`src/pac_defines.svh`:
```
// Register offsets, field positions, reset values and timing counts for the PWM audio state control
`ifndef PAC_DEFINES_SVH
`define PAC_DEFINES_SVH

`define PAC_REG_LINEOUT_A    8'h09
`define PAC_REG_LINEOUT_B    8'h0a
`define PAC_REG_MIXER_MODE   8'hd0
`define PAC_REG_CHAN_CFG     8'he0
`define PAC_REG_MASTER_VOL   8'h10
`define PAC_REG_MASTER_CTRL  8'h11
`define PAC_REG_HP_CFG       8'h12
`define PAC_REG_PROC_CFG     8'h13
`define PAC_REG_STATUS       8'h14

`define PAC_MIXER_MODE_BIT   30
`define PAC_SIX_CHAN_BIT     1
`define PAC_MASTER_MUTE_BIT  0

`define PAC_LINEOUT_RST      8'he0
`define PAC_LINEOUT_SIX      8'h00
`define PAC_MIXER_MODE_RST   32'h0000_0000
`define PAC_CHAN_CFG_RST     8'h00
`define PAC_HP_CFG_RST       8'h00
`define PAC_VOL_MUTE         8'hff
// Fields: [1:0] in/out automute on, [4:2] thr1 (<8 bits), [7:5] thr2 = thr1, [11:8] modulation limit 93.7%,
// [12] manual bank, [13] tone bypass, [14] compressor bypass, [15] loudness off, [17:16] treble set 3,
// [19:18] bass set 3, [20] AM avoid off, [21] IF 455 kHz, [23:22] select seq 1, [24] BCD, tuned freq 0000,
// [27:26] serial format I2S 24-bit, [28] hard unmute after clock error
`define PAC_PROC_CFG_RST     32'h114f_7503

`define PAC_CLK_KHZ          10000
`define PAC_AUTOMUTE_DELAY_US 14900
`define PAC_VOL_RAMP_US      42600
`define PAC_TONE_SLEW_US     1310
`define PAC_FAULT_WAIT_US    5000
`define PAC_FAULT_WAIT_CYC   ((`PAC_FAULT_WAIT_US * `PAC_CLK_KHZ) / 1000)
`define PAC_FAULT_MIN_CYC    5
`define PAC_PDN_SETUP_CYC    5
`define PAC_INIT_CYC         256
`define PAC_HP_STEP_CYC      64

`endif

```
`src/pac_pkg.sv`:
```
// Types used by the device end of the PWM audio state control
package pac_pkg;
  typedef enum logic [3:0] {
    ST_RESET, ST_WAIT_TRIM, ST_INIT, ST_RUN, ST_PDN, ST_FAULT, ST_FAULT_WAIT, ST_HP_SOFT, ST_HP_HARD
  } pac_state_t;
  typedef enum logic [1:0] {MODE_OFF, MODE_HALF, MODE_PLAY} pac_chan_mode_t;
endpackage : pac_pkg

```
`src/pac_ctrl_if.sv`:
```
// Control terminals and register port between system controller and audio processor
`timescale 1ns/1ns
interface pac_ctrl_if;
  logic        reset_n;
  logic        power_down_n;
  logic        backend_fault_n;
  logic        headphone_select_n;
  logic        mute_n;
  logic        trim;
  logic [7:0]  reg_addr;
  logic [31:0] reg_wdata;
  logic        reg_wr;
  logic        reg_rd;
  logic [31:0] reg_rdata;
  logic        valid;
  modport dev (input reset_n, power_down_n, backend_fault_n, headphone_select_n, mute_n, trim,
               input reg_addr, reg_wdata, reg_wr, reg_rd, output reg_rdata, valid);
  modport host (output reset_n, power_down_n, backend_fault_n, headphone_select_n, mute_n, trim,
                output reg_addr, reg_wdata, reg_wr, reg_rd, input reg_rdata, valid);
endinterface : pac_ctrl_if

```
`src/pac_device.sv`:
```
// Device end: reset defaults, start-up, power-down, back-end fault and headphone select sequencing
`timescale 1ns/1ns
`include "pac_defines.svh"
module pac_device #(
  parameter int FAULT_WAIT_CYC = `PAC_FAULT_WAIT_CYC,
  parameter int INIT_CYC       = `PAC_INIT_CYC,
  parameter int HP_STEP_CYC    = `PAC_HP_STEP_CYC
) (
  input  wire logic       CORE_CLK_IN,
  input  wire logic       RST_IN,
  pac_ctrl_if.dev         CTRL,
  output logic      [7:0] PWM_P_OUT,
  output logic      [7:0] PWM_M_OUT,
  output logic      [1:0] HP_P_OUT,
  output logic      [1:0] HP_M_OUT,
  output logic            SUPPLY_VOLUME_PWM_OUT,
  output logic      [7:0] HP_CFG_OUT
);
  pac_pkg::pac_state_t state;
  pac_pkg::pac_state_t next_state;
  logic [7:0]  lineout_config_a;
  logic [7:0]  lineout_config_b;
  logic [31:0] output_mixer_mode_control;
  logic [7:0]  pwm_channel_config;
  logic [7:0]  master_volume;
  logic [7:0]  master_ctrl;
  logic [7:0]  hp_config;
  logic [31:0] proc_config;
  logic [31:0] count;
  logic [2:0]  fault_low;
  logic        headphone_select_n_q;
  logic [7:0]  carrier;
  logic        in_reset;
  logic        bus_on;
  logic        fault_seen;
  logic        hp_change;
  logic        muted;
  logic        six_chan;
  logic        hp_mode;

  function automatic logic [1:0] drive(input pac_pkg::pac_chan_mode_t m, input logic half);
    case (m)
      pac_pkg::MODE_HALF: drive = {half, half};
      pac_pkg::MODE_PLAY: drive = {half, ~half};
      default:            drive = 2'b00;
    endcase
  endfunction : drive

  assign in_reset   = RST_IN || !CTRL.reset_n;
  // Registers answer only while powered and out of reset
  assign bus_on     = !in_reset && CTRL.power_down_n;
  assign fault_seen = fault_low == 3'(`PAC_FAULT_MIN_CYC);
  assign hp_change  = CTRL.headphone_select_n != headphone_select_n_q;
  assign muted      = master_ctrl[`PAC_MASTER_MUTE_BIT] || !CTRL.mute_n || master_volume == `PAC_VOL_MUTE;
  assign six_chan   = pwm_channel_config[`PAC_SIX_CHAN_BIT];
  assign hp_mode    = !CTRL.headphone_select_n;

  always_ff @(posedge CORE_CLK_IN) begin
    if (in_reset) begin
      lineout_config_a          <= `PAC_LINEOUT_RST;
      lineout_config_b          <= `PAC_LINEOUT_RST;
      output_mixer_mode_control <= `PAC_MIXER_MODE_RST;
      pwm_channel_config        <= `PAC_CHAN_CFG_RST;
      master_volume             <= `PAC_VOL_MUTE;
      master_ctrl               <= 8'h00;
      hp_config                 <= `PAC_HP_CFG_RST;
      proc_config               <= `PAC_PROC_CFG_RST;
    end else if (bus_on && CTRL.reg_wr) begin
      // Writes during a back-end fault are kept, so settings survive it
      case (CTRL.reg_addr)
        `PAC_REG_LINEOUT_A:   lineout_config_a <= CTRL.reg_wdata[7:0];
        `PAC_REG_LINEOUT_B:   lineout_config_b <= CTRL.reg_wdata[7:0];
        `PAC_REG_MIXER_MODE:  output_mixer_mode_control <= CTRL.reg_wdata;
        `PAC_REG_CHAN_CFG:    pwm_channel_config <= CTRL.reg_wdata[7:0];
        `PAC_REG_MASTER_VOL:  master_volume <= CTRL.reg_wdata[7:0];
        `PAC_REG_MASTER_CTRL: master_ctrl <= CTRL.reg_wdata[7:0];
        `PAC_REG_HP_CFG:      hp_config <= CTRL.reg_wdata[7:0];
        `PAC_REG_PROC_CFG:    proc_config <= CTRL.reg_wdata;
        default: ;
      endcase
    end
  end

  always_ff @(posedge CORE_CLK_IN) begin
    if (in_reset || !bus_on || !CTRL.reg_rd || state == pac_pkg::ST_FAULT) begin
      CTRL.reg_rdata <= 32'h0000_0000;
    end else begin
      case (CTRL.reg_addr)
        `PAC_REG_LINEOUT_A:   CTRL.reg_rdata <= {24'h000000, lineout_config_a};
        `PAC_REG_LINEOUT_B:   CTRL.reg_rdata <= {24'h000000, lineout_config_b};
        `PAC_REG_MIXER_MODE:  CTRL.reg_rdata <= output_mixer_mode_control;
        `PAC_REG_CHAN_CFG:    CTRL.reg_rdata <= {24'h000000, pwm_channel_config};
        `PAC_REG_MASTER_VOL:  CTRL.reg_rdata <= {24'h000000, master_volume};
        `PAC_REG_MASTER_CTRL: CTRL.reg_rdata <= {24'h000000, master_ctrl};
        `PAC_REG_HP_CFG:      CTRL.reg_rdata <= {24'h000000, hp_config};
        `PAC_REG_PROC_CFG:    CTRL.reg_rdata <= proc_config;
        `PAC_REG_STATUS:      CTRL.reg_rdata <= {26'h0000000, muted, fault_seen, state};
        default:              CTRL.reg_rdata <= 32'h0000_0000;
      endcase
    end
  end

  // Consecutive-low counter; short glitches on the fault line never start the fault sequence
  always_ff @(posedge CORE_CLK_IN) begin
    if (in_reset || CTRL.backend_fault_n) begin
      fault_low <= 3'h0;
    end else if (!fault_seen) begin
      fault_low <= fault_low + 3'h1;
    end
  end

  always_ff @(posedge CORE_CLK_IN) begin
    if (in_reset) begin
      headphone_select_n_q <= 1'b1;
    end else if (state == pac_pkg::ST_RUN || state == pac_pkg::ST_INIT) begin
      headphone_select_n_q <= CTRL.headphone_select_n;
    end
  end

  always_comb begin
    next_state = state;
    case (state)
      pac_pkg::ST_RESET:      next_state = pac_pkg::ST_WAIT_TRIM;
      pac_pkg::ST_WAIT_TRIM:  if (CTRL.trim) next_state = pac_pkg::ST_INIT;
      pac_pkg::ST_INIT:       if (count >= 32'(INIT_CYC - 1)) next_state = pac_pkg::ST_RUN;
      pac_pkg::ST_RUN: begin
        if (fault_seen) begin
          next_state = pac_pkg::ST_FAULT;
        end else if (hp_change) begin
          next_state = pac_pkg::ST_HP_SOFT;
        end
      end
      // Release lands in the running state; fault and mute are then taken from the live inputs
      pac_pkg::ST_PDN:        next_state = pac_pkg::ST_RUN;
      pac_pkg::ST_FAULT:      if (CTRL.backend_fault_n) next_state = pac_pkg::ST_FAULT_WAIT;
      pac_pkg::ST_FAULT_WAIT: begin
        if (!CTRL.backend_fault_n) begin
          next_state = pac_pkg::ST_FAULT;
        end else if (count >= 32'(FAULT_WAIT_CYC - 1)) begin
          next_state = pac_pkg::ST_INIT;
        end
      end
      pac_pkg::ST_HP_SOFT:    if (count >= 32'(HP_STEP_CYC - 1)) next_state = pac_pkg::ST_HP_HARD;
      pac_pkg::ST_HP_HARD:    if (count >= 32'(HP_STEP_CYC - 1)) next_state = pac_pkg::ST_RUN;
      default:                next_state = pac_pkg::ST_RESET;
    endcase
    if (fault_seen && (state == pac_pkg::ST_INIT || state == pac_pkg::ST_HP_SOFT || state == pac_pkg::ST_HP_HARD)) begin
      next_state = pac_pkg::ST_FAULT;
    end
    if (!CTRL.power_down_n && state != pac_pkg::ST_RESET && state != pac_pkg::ST_WAIT_TRIM) begin
      next_state = pac_pkg::ST_PDN;
    end
  end

  always_ff @(posedge CORE_CLK_IN) begin
    if (in_reset) begin
      state <= pac_pkg::ST_RESET;
    end else begin
      state <= next_state;
    end
  end

  always_ff @(posedge CORE_CLK_IN) begin
    if (in_reset || next_state != state) begin
      count <= 32'h0000_0000;
    end else begin
      count <= count + 32'h0000_0001;
    end
  end

  // Carrier stops in power-down so nothing switches while the oscillator is off
  always_ff @(posedge CORE_CLK_IN) begin
    if (in_reset || state == pac_pkg::ST_PDN) begin
      carrier <= 8'h00;
    end else begin
      carrier <= carrier + 8'h01;
    end
  end

  always_ff @(posedge CORE_CLK_IN) begin
    logic [1:0]             pm;
    pac_pkg::pac_chan_mode_t spk;
    pac_pkg::pac_chan_mode_t hp;
    pac_pkg::pac_chan_mode_t line;
    pm   = 2'b00;
    spk  = pac_pkg::MODE_OFF;
    hp   = pac_pkg::MODE_OFF;
    line = pac_pkg::MODE_OFF;
    case (state)
      pac_pkg::ST_RUN: begin
        spk  = muted ? pac_pkg::MODE_HALF : pac_pkg::MODE_PLAY;
        line = spk;
        hp   = hp_mode ? spk : pac_pkg::MODE_OFF;
        if (hp_mode) spk = pac_pkg::MODE_OFF;
      end
      pac_pkg::ST_HP_SOFT: begin
        spk  = pac_pkg::MODE_HALF;
        hp   = pac_pkg::MODE_HALF;
        line = muted ? pac_pkg::MODE_HALF : pac_pkg::MODE_PLAY;
      end
      pac_pkg::ST_HP_HARD:    line = muted ? pac_pkg::MODE_HALF : pac_pkg::MODE_PLAY;
      pac_pkg::ST_FAULT, pac_pkg::ST_FAULT_WAIT: begin
        line = muted ? pac_pkg::MODE_HALF : pac_pkg::MODE_PLAY;
      end
      default: ;
    endcase
    // Lineouts 5 and 6 only stay independent in six-channel mode
    if (!six_chan) line = spk;
    for (int i = 0; i < 8; i++) begin
      pm = drive((i == 4 || i == 5) ? line : spk, carrier[7]);
      PWM_P_OUT[i] <= in_reset ? 1'b0 : pm[1];
      PWM_M_OUT[i] <= in_reset ? 1'b0 : pm[0];
    end
    for (int j = 0; j < 2; j++) begin
      pm = drive(hp, carrier[7]);
      HP_P_OUT[j] <= in_reset ? 1'b0 : pm[1];
      HP_M_OUT[j] <= in_reset ? 1'b0 : pm[0];
    end
  end

  always_ff @(posedge CORE_CLK_IN) begin
    if (in_reset || state == pac_pkg::ST_PDN || state == pac_pkg::ST_RESET) begin
      SUPPLY_VOLUME_PWM_OUT <= 1'b0;
      CTRL.valid            <= 1'b0;
    end else begin
      SUPPLY_VOLUME_PWM_OUT <= carrier < ~master_volume;
      CTRL.valid            <= state == pac_pkg::ST_RUN || state == pac_pkg::ST_HP_SOFT
                               || state == pac_pkg::ST_HP_HARD;
    end
  end

  // Channels 1 and 2 take the headphone configuration while the headphone is selected
  always_ff @(posedge CORE_CLK_IN) begin
    if (in_reset) begin
      HP_CFG_OUT <= `PAC_HP_CFG_RST;
    end else begin
      HP_CFG_OUT <= hp_mode ? hp_config : lineout_config_a;
    end
  end
endmodule : pac_device

```
`src/flat_wrapper.sv`:
```
// flat-port wrapper written by rule: the top's interface ports become plain ports
module pac_device_flat 
#(
  parameter int FAULT_WAIT_CYC = `PAC_FAULT_WAIT_CYC,
  parameter int INIT_CYC       = `PAC_INIT_CYC,
  parameter int HP_STEP_CYC    = `PAC_HP_STEP_CYC
)
  (CORE_CLK_IN, RST_IN, PWM_P_OUT, PWM_M_OUT, HP_P_OUT, HP_M_OUT, SUPPLY_VOLUME_PWM_OUT, HP_CFG_OUT, CTRL_reset_n, CTRL_power_down_n, CTRL_backend_fault_n, CTRL_headphone_select_n, CTRL_mute_n, CTRL_trim, CTRL_reg_addr, CTRL_reg_wdata, CTRL_reg_wr, CTRL_reg_rd, CTRL_reg_rdata, CTRL_valid);
  pac_ctrl_if CTRL_i ();
  input  wire logic CORE_CLK_IN;
  input  wire logic RST_IN;
  output logic      [7:0] PWM_P_OUT;
  output logic      [7:0] PWM_M_OUT;
  output logic      [1:0] HP_P_OUT;
  output logic      [1:0] HP_M_OUT;
  output logic SUPPLY_VOLUME_PWM_OUT;
  output logic      [7:0] HP_CFG_OUT;
  input wire logic [$bits(CTRL_i.reset_n)-1:0] CTRL_reset_n;
  input wire logic [$bits(CTRL_i.power_down_n)-1:0] CTRL_power_down_n;
  input wire logic [$bits(CTRL_i.backend_fault_n)-1:0] CTRL_backend_fault_n;
  input wire logic [$bits(CTRL_i.headphone_select_n)-1:0] CTRL_headphone_select_n;
  input wire logic [$bits(CTRL_i.mute_n)-1:0] CTRL_mute_n;
  input wire logic [$bits(CTRL_i.trim)-1:0] CTRL_trim;
  input wire logic [$bits(CTRL_i.reg_addr)-1:0] CTRL_reg_addr;
  input wire logic [$bits(CTRL_i.reg_wdata)-1:0] CTRL_reg_wdata;
  input wire logic [$bits(CTRL_i.reg_wr)-1:0] CTRL_reg_wr;
  input wire logic [$bits(CTRL_i.reg_rd)-1:0] CTRL_reg_rd;
  output wire logic [$bits(CTRL_i.reg_rdata)-1:0] CTRL_reg_rdata;
  output wire logic [$bits(CTRL_i.valid)-1:0] CTRL_valid;
  assign CTRL_i.reset_n = CTRL_reset_n;
  assign CTRL_i.power_down_n = CTRL_power_down_n;
  assign CTRL_i.backend_fault_n = CTRL_backend_fault_n;
  assign CTRL_i.headphone_select_n = CTRL_headphone_select_n;
  assign CTRL_i.mute_n = CTRL_mute_n;
  assign CTRL_i.trim = CTRL_trim;
  assign CTRL_i.reg_addr = CTRL_reg_addr;
  assign CTRL_i.reg_wdata = CTRL_reg_wdata;
  assign CTRL_i.reg_wr = CTRL_reg_wr;
  assign CTRL_i.reg_rd = CTRL_reg_rd;
  assign CTRL_reg_rdata = CTRL_i.reg_rdata;
  assign CTRL_valid = CTRL_i.valid;
  pac_device #(.FAULT_WAIT_CYC(FAULT_WAIT_CYC), .INIT_CYC(INIT_CYC), .HP_STEP_CYC(HP_STEP_CYC)) u_core (.CORE_CLK_IN(CORE_CLK_IN), .RST_IN(RST_IN), .CTRL(CTRL_i), .PWM_P_OUT(PWM_P_OUT), .PWM_M_OUT(PWM_M_OUT), .HP_P_OUT(HP_P_OUT), .HP_M_OUT(HP_M_OUT), .SUPPLY_VOLUME_PWM_OUT(SUPPLY_VOLUME_PWM_OUT), .HP_CFG_OUT(HP_CFG_OUT));
endmodule
```
`config.mk`:
```
export PLATFORM = sky130hd
export DESIGN_NAME = pac_device_flat
export DESIGN_NICKNAME = d
export VERILOG_FILES = /design/src/pac_pkg.sv /design/src/pac_ctrl_if.sv /design/src/pac_device.sv /design/src/flat_wrapper.sv
export VERILOG_INCLUDE_DIRS = /design/src
export SDC_FILE = /design/constraint.sdc
export NUM_CORES = 1
export LEC_CHECK = 0
export BUFFER_PORTS_ARGS = -buffer_cell sky130_fd_sc_hd__buf_2
export CAP_MARGIN = 20
export CORE_AREA = 2 2 136 138
export CTS_BUF_LIST = sky130_fd_sc_hd__clkbuf_16
export CTS_CLUSTER_SIZE = 28
export DETAILED_ROUTE_END_ITERATION = 10
export DIE_AREA = 0 0 138 140
export MAX_ROUTING_LAYER = met4
export PLACE_DENSITY = 0.75
export SYNTH_ARGS = -nofsm -noshare
export SYNTH_HDL_FRONTEND = slang
export SYNTH_SLANG_ARGS = --single-unit
```
`constraint.sdc`:
```
create_clock -name CORE_CLK_IN -period 2.09 [get_ports CORE_CLK_IN]
set_input_delay 0.209 -clock CORE_CLK_IN [delete_from_list [all_inputs] [get_ports CORE_CLK_IN]]
set_output_delay 0.209 -clock CORE_CLK_IN [all_outputs]
set_load 0.01 [all_outputs]
```
==> flow_summary.json, run 1 <==
{
  "post-route-period-util_pct": 107,
  "drc": 0,
  "synth_xor_area_share_pct": 4.00,
  "ys.flop_type": "dfxtp_1",
  "muxShareOfSynthArea_pct": 3.59,
  "async_flop_share_pct": 0,
  "grtUsageMet3_pct": 4.48,
  "violations": "setup timing",
  "numPortBuffers": 111,
  "hp-start": "CTRL_reg_wdata[7]",
  "hp-class": "primary input to flip-flop",
  "grt_setup_unrepaired": "yes",
  "die_w_um": 138,
  "clock_latency_ps": 520,
  "r2r-end": "u_core.count[17]",
  "h-tree-depth": 1,
  "slew_headroom_pct": 33.5,
  "slowest_delay_ps": 350,
  "worstPathMaxFanout": 18,
  "antenna_cells": 0,
  "core_region_area_mm2": 0.0178,
  "fin_ws_ps": -154,
  "routedWlPerCell_um": 16.5,
  "skew_ps": 12.2,
  "critPathLaunchType": "flip-flop",
  "placed_cell_area_mm2": 0.0105,
  "dp_hpwl_mm": 16.8,
  "ir_drop_uv": 650,
  "rr_worst_depth": 8,
  "gr-usage-met1_pct": 32.7,
  "cts-root-buf": "clkbuf_16",
  "synth-seq-area-share_pct": 45.3,
  "path_cells": "nor4_4, nand4_1, o31ai_2, nand3_1, mux2i_2, o21ai_4, buf_12, nor3_2",
  "tightest_slew_ps": 989,
  "synth-edff-count": 0,
  "clock-sinks": 208,
  "slew_viol_final": 0,
  "antenna_found_initial": 0,
  "clkTransAtPathRegs_ps": 60,
  "fp-row-count": 49,
  "cp_data_arrival_time_ps": 2640,
  "power_density_mw_per_mm2": 723,
  "ant_nets": 0,
  "first_global_vias": 8381,
  "hold_depth": 3,
  "layoutNonFillerInstCount": 1511,
  "most-common-layout-cells": "229 x nand2_1, 199 x dfxtp_1, 111 x buf_2, 103 x buf_4, 85 x a21oi_1",
  "final_common_cell": "nand2_1",
  "routed_wl_mm": 24.9,
  "synth.net_count": 1154,
  "tritoncts": "built",
  "grt_pass1_wl_mm": 41.0,
  "die_y_um": 140,
  "avgSynthCellArea_um2": 8.46,
  "io-pin-count": 112,
  "cp-end-kind": "flip-flop",
  "worstPathRequired_ps": 2490,
  "synth_top_family_by_area": "simple AND/OR/NAND/NOR gates",
  "avgViaCountPerCell": 5.58,
  "fin_setup_tns_ps": -4290,
  "drive_gt1_share_pct": 25.9,
  "drtPass1Iterations": 5,
  "fin_util_pct": 65.9,
  "start_util_pct": 51.7,
  "grt.total_usage_pct": 26.0,
  "yosys_register_bits": 208,
  "synth-compound-area-share_pct": 12.8,
  "slowest_stage": "dfxtp_4",
  "cts_buffers": 23,
  "syn2layout_area_growth_pct": 27.3,
  "ys_types": 63,
  "drt_iter0_drc": 678,
  "place_congestion": 0.967,
  "finalSetupViolCount": 32,
  "cts_buffer_depth": 3,
  "yosys.area_share.simple_pct": 26.2,
  "layout.nets": 1333,
  "vias": 8428,
  "synth_warnings": 0,
  "grt_overflow_total": 0,
  "busiest_layer": "met2",
  "final_hold_viol_count": 0,
  "use_met2_pct": 42.8,
  "placedCellCount": 1443,
  "worstHoldEndpoint": "u_core.output_mixer_mode_control[7]",
  "drv_cap": 0,
  "fmax_mhz": 446,
  "status": "complete, but fails checks",
  "r2r_start": "u_core.count[18]",
  "p_leak_nw": 4.62,
  "synthCells": 1087,
  "crit_type": "flip-flop to flip-flop",
  "grt_start_max_net_pins": 45,
  "r2r_slack_ps": -150,
  "synthAdderAreaFrac_pct": 2.31,
  "final_cell_area_mm2": 0.0117,
  "finalCriticalPeriod_ps": 2240,
  "netlist_area_mm2": 0.00920,
  "dieArea_mm2": 0.0193
}
[report_power, final]
part	switching, W	internal (W)
clock	0.00162	0.00238
combinational	0.000281	0.000201
sequential	0.0000107	0.00397
total	0.00191	0.00655
[flip-flops by register name (all words and copies together), names as in the netlist, 4 cells and up]
register / cells
u_core.CTRL.reg_rdata: 32
u_core.HP_CFG_OUT: 8
u_core.carrier: 8
u_core.count: 32
u_core.hp_config: 8
u_core.lineout_config_a: 8
u_core.lineout_config_b: 8
u_core.master_ctrl: 8
u_core.master_volume: 8
u_core.output_mixer_mode_control: 32
u_core.proc_config: 32
u_core.pwm_channel_config: 8
u_core.state: 4
[cells in the mapped netlist, drive strengths merged, types with 2 or more instances]
library cell  number  area share [%]
a21oi             85             4.6
a22o               2            0.19
a222oi             2            0.22
xor2              22             2.1
nand3             63             3.5
nand2            230             9.4
buf               39             2.9
inv               19            0.78
xnor2             20             1.9
nor4               8            0.78
a22oi             41             3.3
mux2i             24             2.6
nand4             16             1.4
or4                2            0.20
nor2              83             3.4
o21a               9            0.73
a311oi             4            0.38
mux4               4            0.98
a31oi             10            0.68
and4               2            0.19
nor3b              2            0.22
nor3              44             4.0
a21o               2            0.16
o21ai             12            0.69
o31ai              6            0.54
dfxtp            208              45
and3              12            0.82
ha                17             2.3
o22ai              2            0.14
nor2b              9            0.61
clkbuf            54             2.2
and2              10            0.68
nand2b             9            0.61
o311ai             2            0.19
[worst max-delay path: cells and delay by family, from the launching register on]
kind | cells | cell delay (ps)
AOI/OAI and AO/OA | 2 | 540
DFF | 1 | 350
and+or+nand+nor | 4 | 820
muxes | 1 | 210
buffers and inverters | 1 | 210
[worst max path at each step]
stage                                   to             start  cells past startpoint  slack [ps]
after floorplan            u_core.count[0]   u_core.count[0]                      9           7
after global placement     u_core.count[4]  u_core.count[31]                      8        -190
after detailed placement  u_core.count[17]  u_core.count[31]                      8        -290
after CTS                  u_core.count[4]   u_core.state[0]                      9         -80
after global routing      u_core.count[16]  u_core.count[18]                      8        -290
final                     u_core.count[17]  u_core.count[18]                      8        -150
[routing by layer]
layer | vias to the layer above | share of wire, %
li1 | 4073 | -
met1 | 3930 | 42
met2 | 362 | 48
met3 | 63 | 7.8
met4 | 0 | 2.7
met5 | - | 0
[through the flow]
stage	setup WS [ps]	hold WS, ps	power [W]
2_1_floorplan	7.06	333	0.00431
3_3_place_gp	-191	437	0.00449
3_5_place_dp	-288	439	0.00450
4_1_cts	-82.0	14.3	0.00851
5_1_grt	-287	25.6	0.00871
6_report	-154	32.5	0.00846
[layout make-up]
type                       instances  area [µm²]
tap                              229         287
timing repair buffer             247        1740
fill                            1432        6070
clock buffer                      23         576
clock inverter                    18         173
sequential                       208        4180
multi-input combinational        767        4690
inverter                          19        71.3
[cell families after synthesis]
logic type,count (synthesis)
and+or+nand+nor,494
muxes,28
buffers and inverters,112
adders and majority gates,17
AOI/OAI and AO/OA,186
DFF,208
xor gates and xnor gates,42
[repair_timing]
| item | in CTS | in global routing |
|---|---|---|
| gates cloned | 0 | 0 |
| pin swaps | 3 | 10 |
| hold endpoints to repair | 51 | 0 |
| endpoints found under the setup margin | 32 | 35 |
| buffers inserted | 1 | 1 |
| hold buffers | 25 | 0 |
| resized for setup | 26 | 9 |
Power figures use the tool's default switching activity.
==> inputs of run 2 (changes only) <==
RECOVER_POWER = 50   (was not set)
==> flow_summary.json, run 2 (synthesis results as in run 1) <==
{
  "worstPathRequired_ps": 2490,
  "cts-root-buf": "clkbuf_16",
  "whs_ps": 29.9,
  "drv_cap": 0,
  "rr_worst_depth": 8,
  "cp-end-kind": "flip-flop",
  "slew_viol_final": 0,
  "fp-row-count": 49,
  "r2r-end": "u_core.count[17]",
  "p_sw_share_pct": 22.6,
  "slew_headroom_pct": 33.2,
  "power_density_mw_per_mm2": 732,
  "core_region_area_mm2": 0.0178,
  "finalSetupViolCount": 32,
  "drc": 0,
  "vias": 8415,
  "tightest_slew_ps": 993,
  "drive_gt1_share_pct": 20.0,
  "grt_pass1_wl_mm": 41.0,
  "antenna_cells": 0,
  "fillers": 1487,
  "slowest_delay_ps": 350,
  "skew_ps": 14.6,
  "fmax_mhz": 447,
  "tritoncts": "built",
  "violations": "setup timing",
  "hp-class": "primary input to flip-flop",
  "clkTransAtPathRegs_ps": 60,
  "die_y_um": 140,
  "clock_latency_ps": 520,
  "layoutNonFillerInstCount": 1511,
  "final_common_cell": "nand2_1",
  "worstPathMaxFanout": 18,
  "r2r_start": "u_core.count[18]",
  "drtPass1Iterations": 5,
  "first_global_vias": 8381,
  "most-common-layout-cells": "230 x nand2_1, 200 x dfxtp_1, 94 x buf_4, 85 x a21oi_1, 81 x nor2_1",
  "grt.total_usage_pct": 26.0,
  "grt_start_max_net_pins": 45,
  "p_clk_share_pct": 47.3,
  "slowest_stage": "dfxtp_4",
  "antenna_found_initial": 0,
  "final_hold_viol_count": 0,
  "die_w_um": 138,
  "cts_buffers": 23,
  "p_seq_share_pct": 47.1,
  "h-tree-depth": 1,
  "routed_wl_mm": 25.0,
  "critPathLaunchType": "flip-flop",
  "p_comb_share_pct": 5.7,
  "clock-sinks": 208,
  "dieArea_mm2": 0.0193,
  "fin_util_pct": 65.1,
  "cts_buffer_depth": 3,
  "start_util_pct": 51.7,
  "post-route-period-util_pct": 107,
  "grt_overflow_total": 0,
  "p_leak_nw": 4.30,
  "layout.nets": 1333,
  "crit_type": "flip-flop to flip-flop",
  "numPortBuffers": 111,
  "path_cells": "nor4_4, nand4_1, o31ai_2, nand3_1, mux2i_2, o21ai_4, buf_12, nor3_2",
  "routedWlPerCell_um": 16.5,
  "ant_nets": 0,
  "placedCellCount": 1443,
  "drt_iter0_drc": 693,
  "status": "complete, but fails checks",
  "dp_hpwl_mm": 16.8,
  "r2r_slack_ps": -150,
  "syn2layout_area_growth_pct": 25.8,
  "place_congestion": 0.967,
  "fin_ws_ps": -148,
  "finalCriticalPeriod_ps": 2240,
  "io-pin-count": 112,
  "cp_data_arrival_time_ps": 2630,
  "cp-startpoint": "u_core.count[18]",
  "endpoint": "u_core.count[17]",
  "p_sw_w": 0.00191,
  "internal_power_w": 0.00655,
  "avgViaCountPerCell": 5.57,
  "fin_setup_tns_ps": -4210,
  "ir_drop_uv": 661,
  "dp_slack_ps": -288,
  "grt_setup_unrepaired": "yes"
}
[run 2: power groups by stage]
stage	logic, W	clock network (W)	registers [W]
after floorplan	0.000245	0	0.00407
after global placement	0.000420	0	0.00407
after detailed placement	0.000424	0	0.00407
after CTS	0.000473	0.00405	0.00398
after global routing	0.000510	0.00422	0.00398
final	0.000478	0.00400	0.00398
[run 2: routing by layer]
layer,vias up,wire (µm),global-route usage [%]
met2,352,12000,42.8
met1,3936,10300,32.7
met3,59,1980,4.48
met4,0,645,8.75
met5,-,0,-
li1,4068,-,-
[run 2: metrics by stage]
step,total power (W),area [µm²]
finish,0.00846,11600
global route,0.00871,11600
CTS,0.00851,11700
detailed placement,0.00450,10500
global placement,0.00449,10500
floorplan,0.00431,9200
[run 2: worst min path at each step]
stage                       startpoint                             endpoint  slack [ps]  cells past startpoint
floorplan           CTRL_reg_wdata[10]               u_core.proc_config[10]         330                      2
global placement    CTRL_reg_wdata[16]               u_core.proc_config[16]         440                      3
detailed placement  CTRL_reg_wdata[28]               u_core.proc_config[28]         440                      3
CTS                  CTRL_reg_wdata[7]  u_core.output_mixer_mode_control[7]          10                      3
global route         CTRL_reg_wdata[7]  u_core.output_mixer_mode_control[7]          30                      3
finish               CTRL_reg_wdata[7]  u_core.output_mixer_mode_control[7]          30                      3
[run 2: worst max-delay path, delay by kind of cell (launching register included)]
family / cells / cell delay (ps)
multiplexers: 1 / 210
AO/OA/AOI/OAI: 2 / 540
flip-flops: 1 / 350
buffers and inverters: 1 / 210
AND/OR/NAND/NOR: 4 / 830
[run 2: final cells by class]
type | count | area (µm²) | area share [%]
clock buffers | 23 | 576 | 4.97
clock inverters | 18 | 173 | 1.49
inverters | 19 | 71.3 | 0.616
multi-input cells | 767 | 4680 | 40.4
flip-flops and latches | 208 | 4180 | 36.1
well taps | 229 | 287 | 2.48
repair buffers | 247 | 1610 | 13.9
[run 2: timing repair]
item	CTS	global route
pin swaps	3	10
resized for setup	26	9
setup endpoints to repair	32	35
buffers inserted	1	1
hold buffers	25	0
endpoints found under the hold margin	51	0
==> inputs of run 3 (changes only) <==
CORE_AREA = 2 2 133 135   (was 2 2 136 138)
DIE_AREA = 0 0 135 137   (was 0 0 138 140)
clock period = 2.6 ns   (was 2.09 ns; I/O delays follow)
==> flow_summary.json, run 3 (synthesis results as in run 1) <==
{
  "status": "finished, final reports clean",
  "finalSetupViolCount": 0,
  "die_w_um": 135,
  "drtPass1Iterations": 6,
  "cp-startpoint": "u_core.count[27]",
  "cts_buffer_depth": 3,
  "worstPathRequired_ps": 3030,
  "slowest_delay_ps": 410,
  "p_seq_share_pct": 49.9,
  "slew_headroom_pct": 37.7,
  "cp_data_arrival_time_ps": 2870,
  "p_sw_share_pct": 23.1,
  "grt.total_usage_pct": 25.4,
  "drive_gt1_share_pct": 13.7,
  "p_leak_nw": 3.95,
  "clkTransAtPathRegs_ps": 60,
  "core_region_area_mm2": 0.0171,
  "finalCriticalPeriod_ps": 2440,
  "die_y_um": 137,
  "first_global_vias": 7453,
  "cts-root-buf": "clkbuf_16",
  "critical-path-top-delay-family": "simple AND/OR/NAND/NOR gates",
  "slew_viol_final": 0,
  "worstPathMaxFanout": 31,
  "fin_util_pct": 63.6,
  "fillers": 1527,
  "cp.depth": 8,
  "r2r-end": "u_core.count[28]",
  "p_sw_w": 0.00148,
  "hp-class": "primary input to flip-flop",
  "fp-row-count": 48,
  "dp_hpwl_mm": 15.5,
  "io-pin-count": 112,
  "post-route-period-util_pct": 93.7,
  "ir_drop_uv": 437,
  "routedWlPerCell_um": 16.3,
  "drt_iter0_drc": 737,
  "tritoncts": "built",
  "p_comb_share_pct": 5.4,
  "critPathLaunchType": "flip-flop",
  "grt_start_max_net_pins": 60,
  "clock-sinks": 208,
  "clock_latency_ps": 520,
  "numPortBuffers": 111,
  "endpoint": "u_core.count[28]",
  "final_hold_viol_count": 0,
  "r2r_slack_ps": 160,
  "cp_num_buf_inv": 1,
  "rr_worst_depth": 8,
  "fin_setup_tns_ps": 0,
  "cts_buffers": 23,
  "vias": 8147,
  "antenna_cells": 0,
  "skew_ps": 19.8,
  "final_common_cell": "nand2_1",
  "start_util_pct": 53.9,
  "syn2layout_area_growth_pct": 17.9,
  "h-tree-depth": 1,
  "drc": 0,
  "grt_setup_unrepaired": "no",
  "crit_type": "flip-flop to flip-flop",
  "slowest_stage": "nor4_1",
  "ant_nets": 0,
  "routed_wl_mm": 23.5,
  "place_congestion": 0.916,
  "p_clk_share_pct": 44.7,
  "path_cells": "nor4_1, nand4_1, o31ai_1, nand3_1, mux2i_1, o21ai_4, buf_12, nor3_2",
  "dp_slack_ps": 164,
  "grt_overflow_total": 0,
  "r2r_start": "u_core.count[27]",
  "antenna_found_initial": 0,
  "internal_power_w": 0.00494,
  "dieArea_mm2": 0.0185,
  "layout.nets": 1270,
  "power_density_mw_per_mm2": 592,
  "avgViaCountPerCell": 5.66,
  "fmax_mhz": 411,
  "tightest_slew_ps": 935,
  "grt_pass1_wl_mm": 36.9,
  "cp-end-kind": "flip-flop",
  "fin_ws_ps": 165,
  "drv_cap": 0,
  "most-common-layout-cells": "230 x nand2_1, 208 x dfxtp_1, 85 x a21oi_1, 82 x nor2_1, 70 x clkbuf_1"
}
[run 3: worst min path at each step]
stage | start | to | cells after the start
after floorplan | CTRL_reg_wdata[10] | u_core.proc_config[10] | 2
after global placement | u_core.proc_config[2] | u_core.proc_config[2] | 2
after detailed placement | u_core.proc_config[26] | u_core.proc_config[26] | 2
after CTS | CTRL_backend_fault_n | u_core.fault_low[0] | 2
after global routing | CTRL_backend_fault_n | u_core.fault_low[2] | 2
final | CTRL_backend_fault_n | u_core.fault_low[2] | 2
[run 3: timing repair]
item | 4_1_cts | 5_1_grt
hold buffers | 24 | 0
endpoints found under the hold margin | 42 | 0
setup buffers | 0 | 0
gates resized for setup | 0 | 1
setup endpoints to repair | 0 | 13
[run 3: per-stage QoR]
| step | hold WS, ps | instances | total power, W | cell area (µm²) |
|---|---|---|---|---|
| 6_report | 37.6 | 1440 | 0.00642 | 10800 |
| 4_1_cts | 13.6 | 1440 | 0.00648 | 10900 |
| 5_1_grt | 51.3 | 1440 | 0.00662 | 10800 |
| 3_3_place_gp | 439 | 1379 | 0.00359 | 10000 |
| 3_5_place_dp | 446 | 1379 | 0.00359 | 10000 |
| 2_1_floorplan | 384 | 1087 | 0.00347 | 9200 |
[run 3: final cells by class]
cell class                 count  area [µm²]  area share, %
clock buffer                  23         576           5.31
clock inverter                14        81.3          0.750
multi-input combinational    767        4530           41.8
tap                          225         282           2.60
inverter                      19        71.3          0.658
timing repair buffer         184        1140           10.5
sequential                   208        4160           38.4
[run 3: per-layer routing]
layer	up-vias	wire, µm	part of all wire, %	track usage [%]
met5	-	0	0	-
met4	0	419	1.8	6.71
met3	46	1950	8.3	4.63
met2	338	11000	47	39.9
met1	3815	10100	43	34.0
li1	3948	-	-	-
[run 3: power groups by stage]
stage	logic, W	registers (W)	clock network, W
after detailed placement	0.000318	0.00327	0
after CTS	0.000346	0.00320	0.00293
final	0.000349	0.00321	0.00287
after global routing	0.000371	0.00320	0.00305
after floorplan	0.000197	0.00327	0
after global placement	0.000316	0.00327	0
[run 3: worst reg2reg max path, delay by kind of cell, from the launching register on]
family | cells | cell delay (ps)
simple gates | 4 | 1010
compound gates | 2 | 500
flops | 1 | 330
mux | 1 | 330
buf+inv | 1 | 200
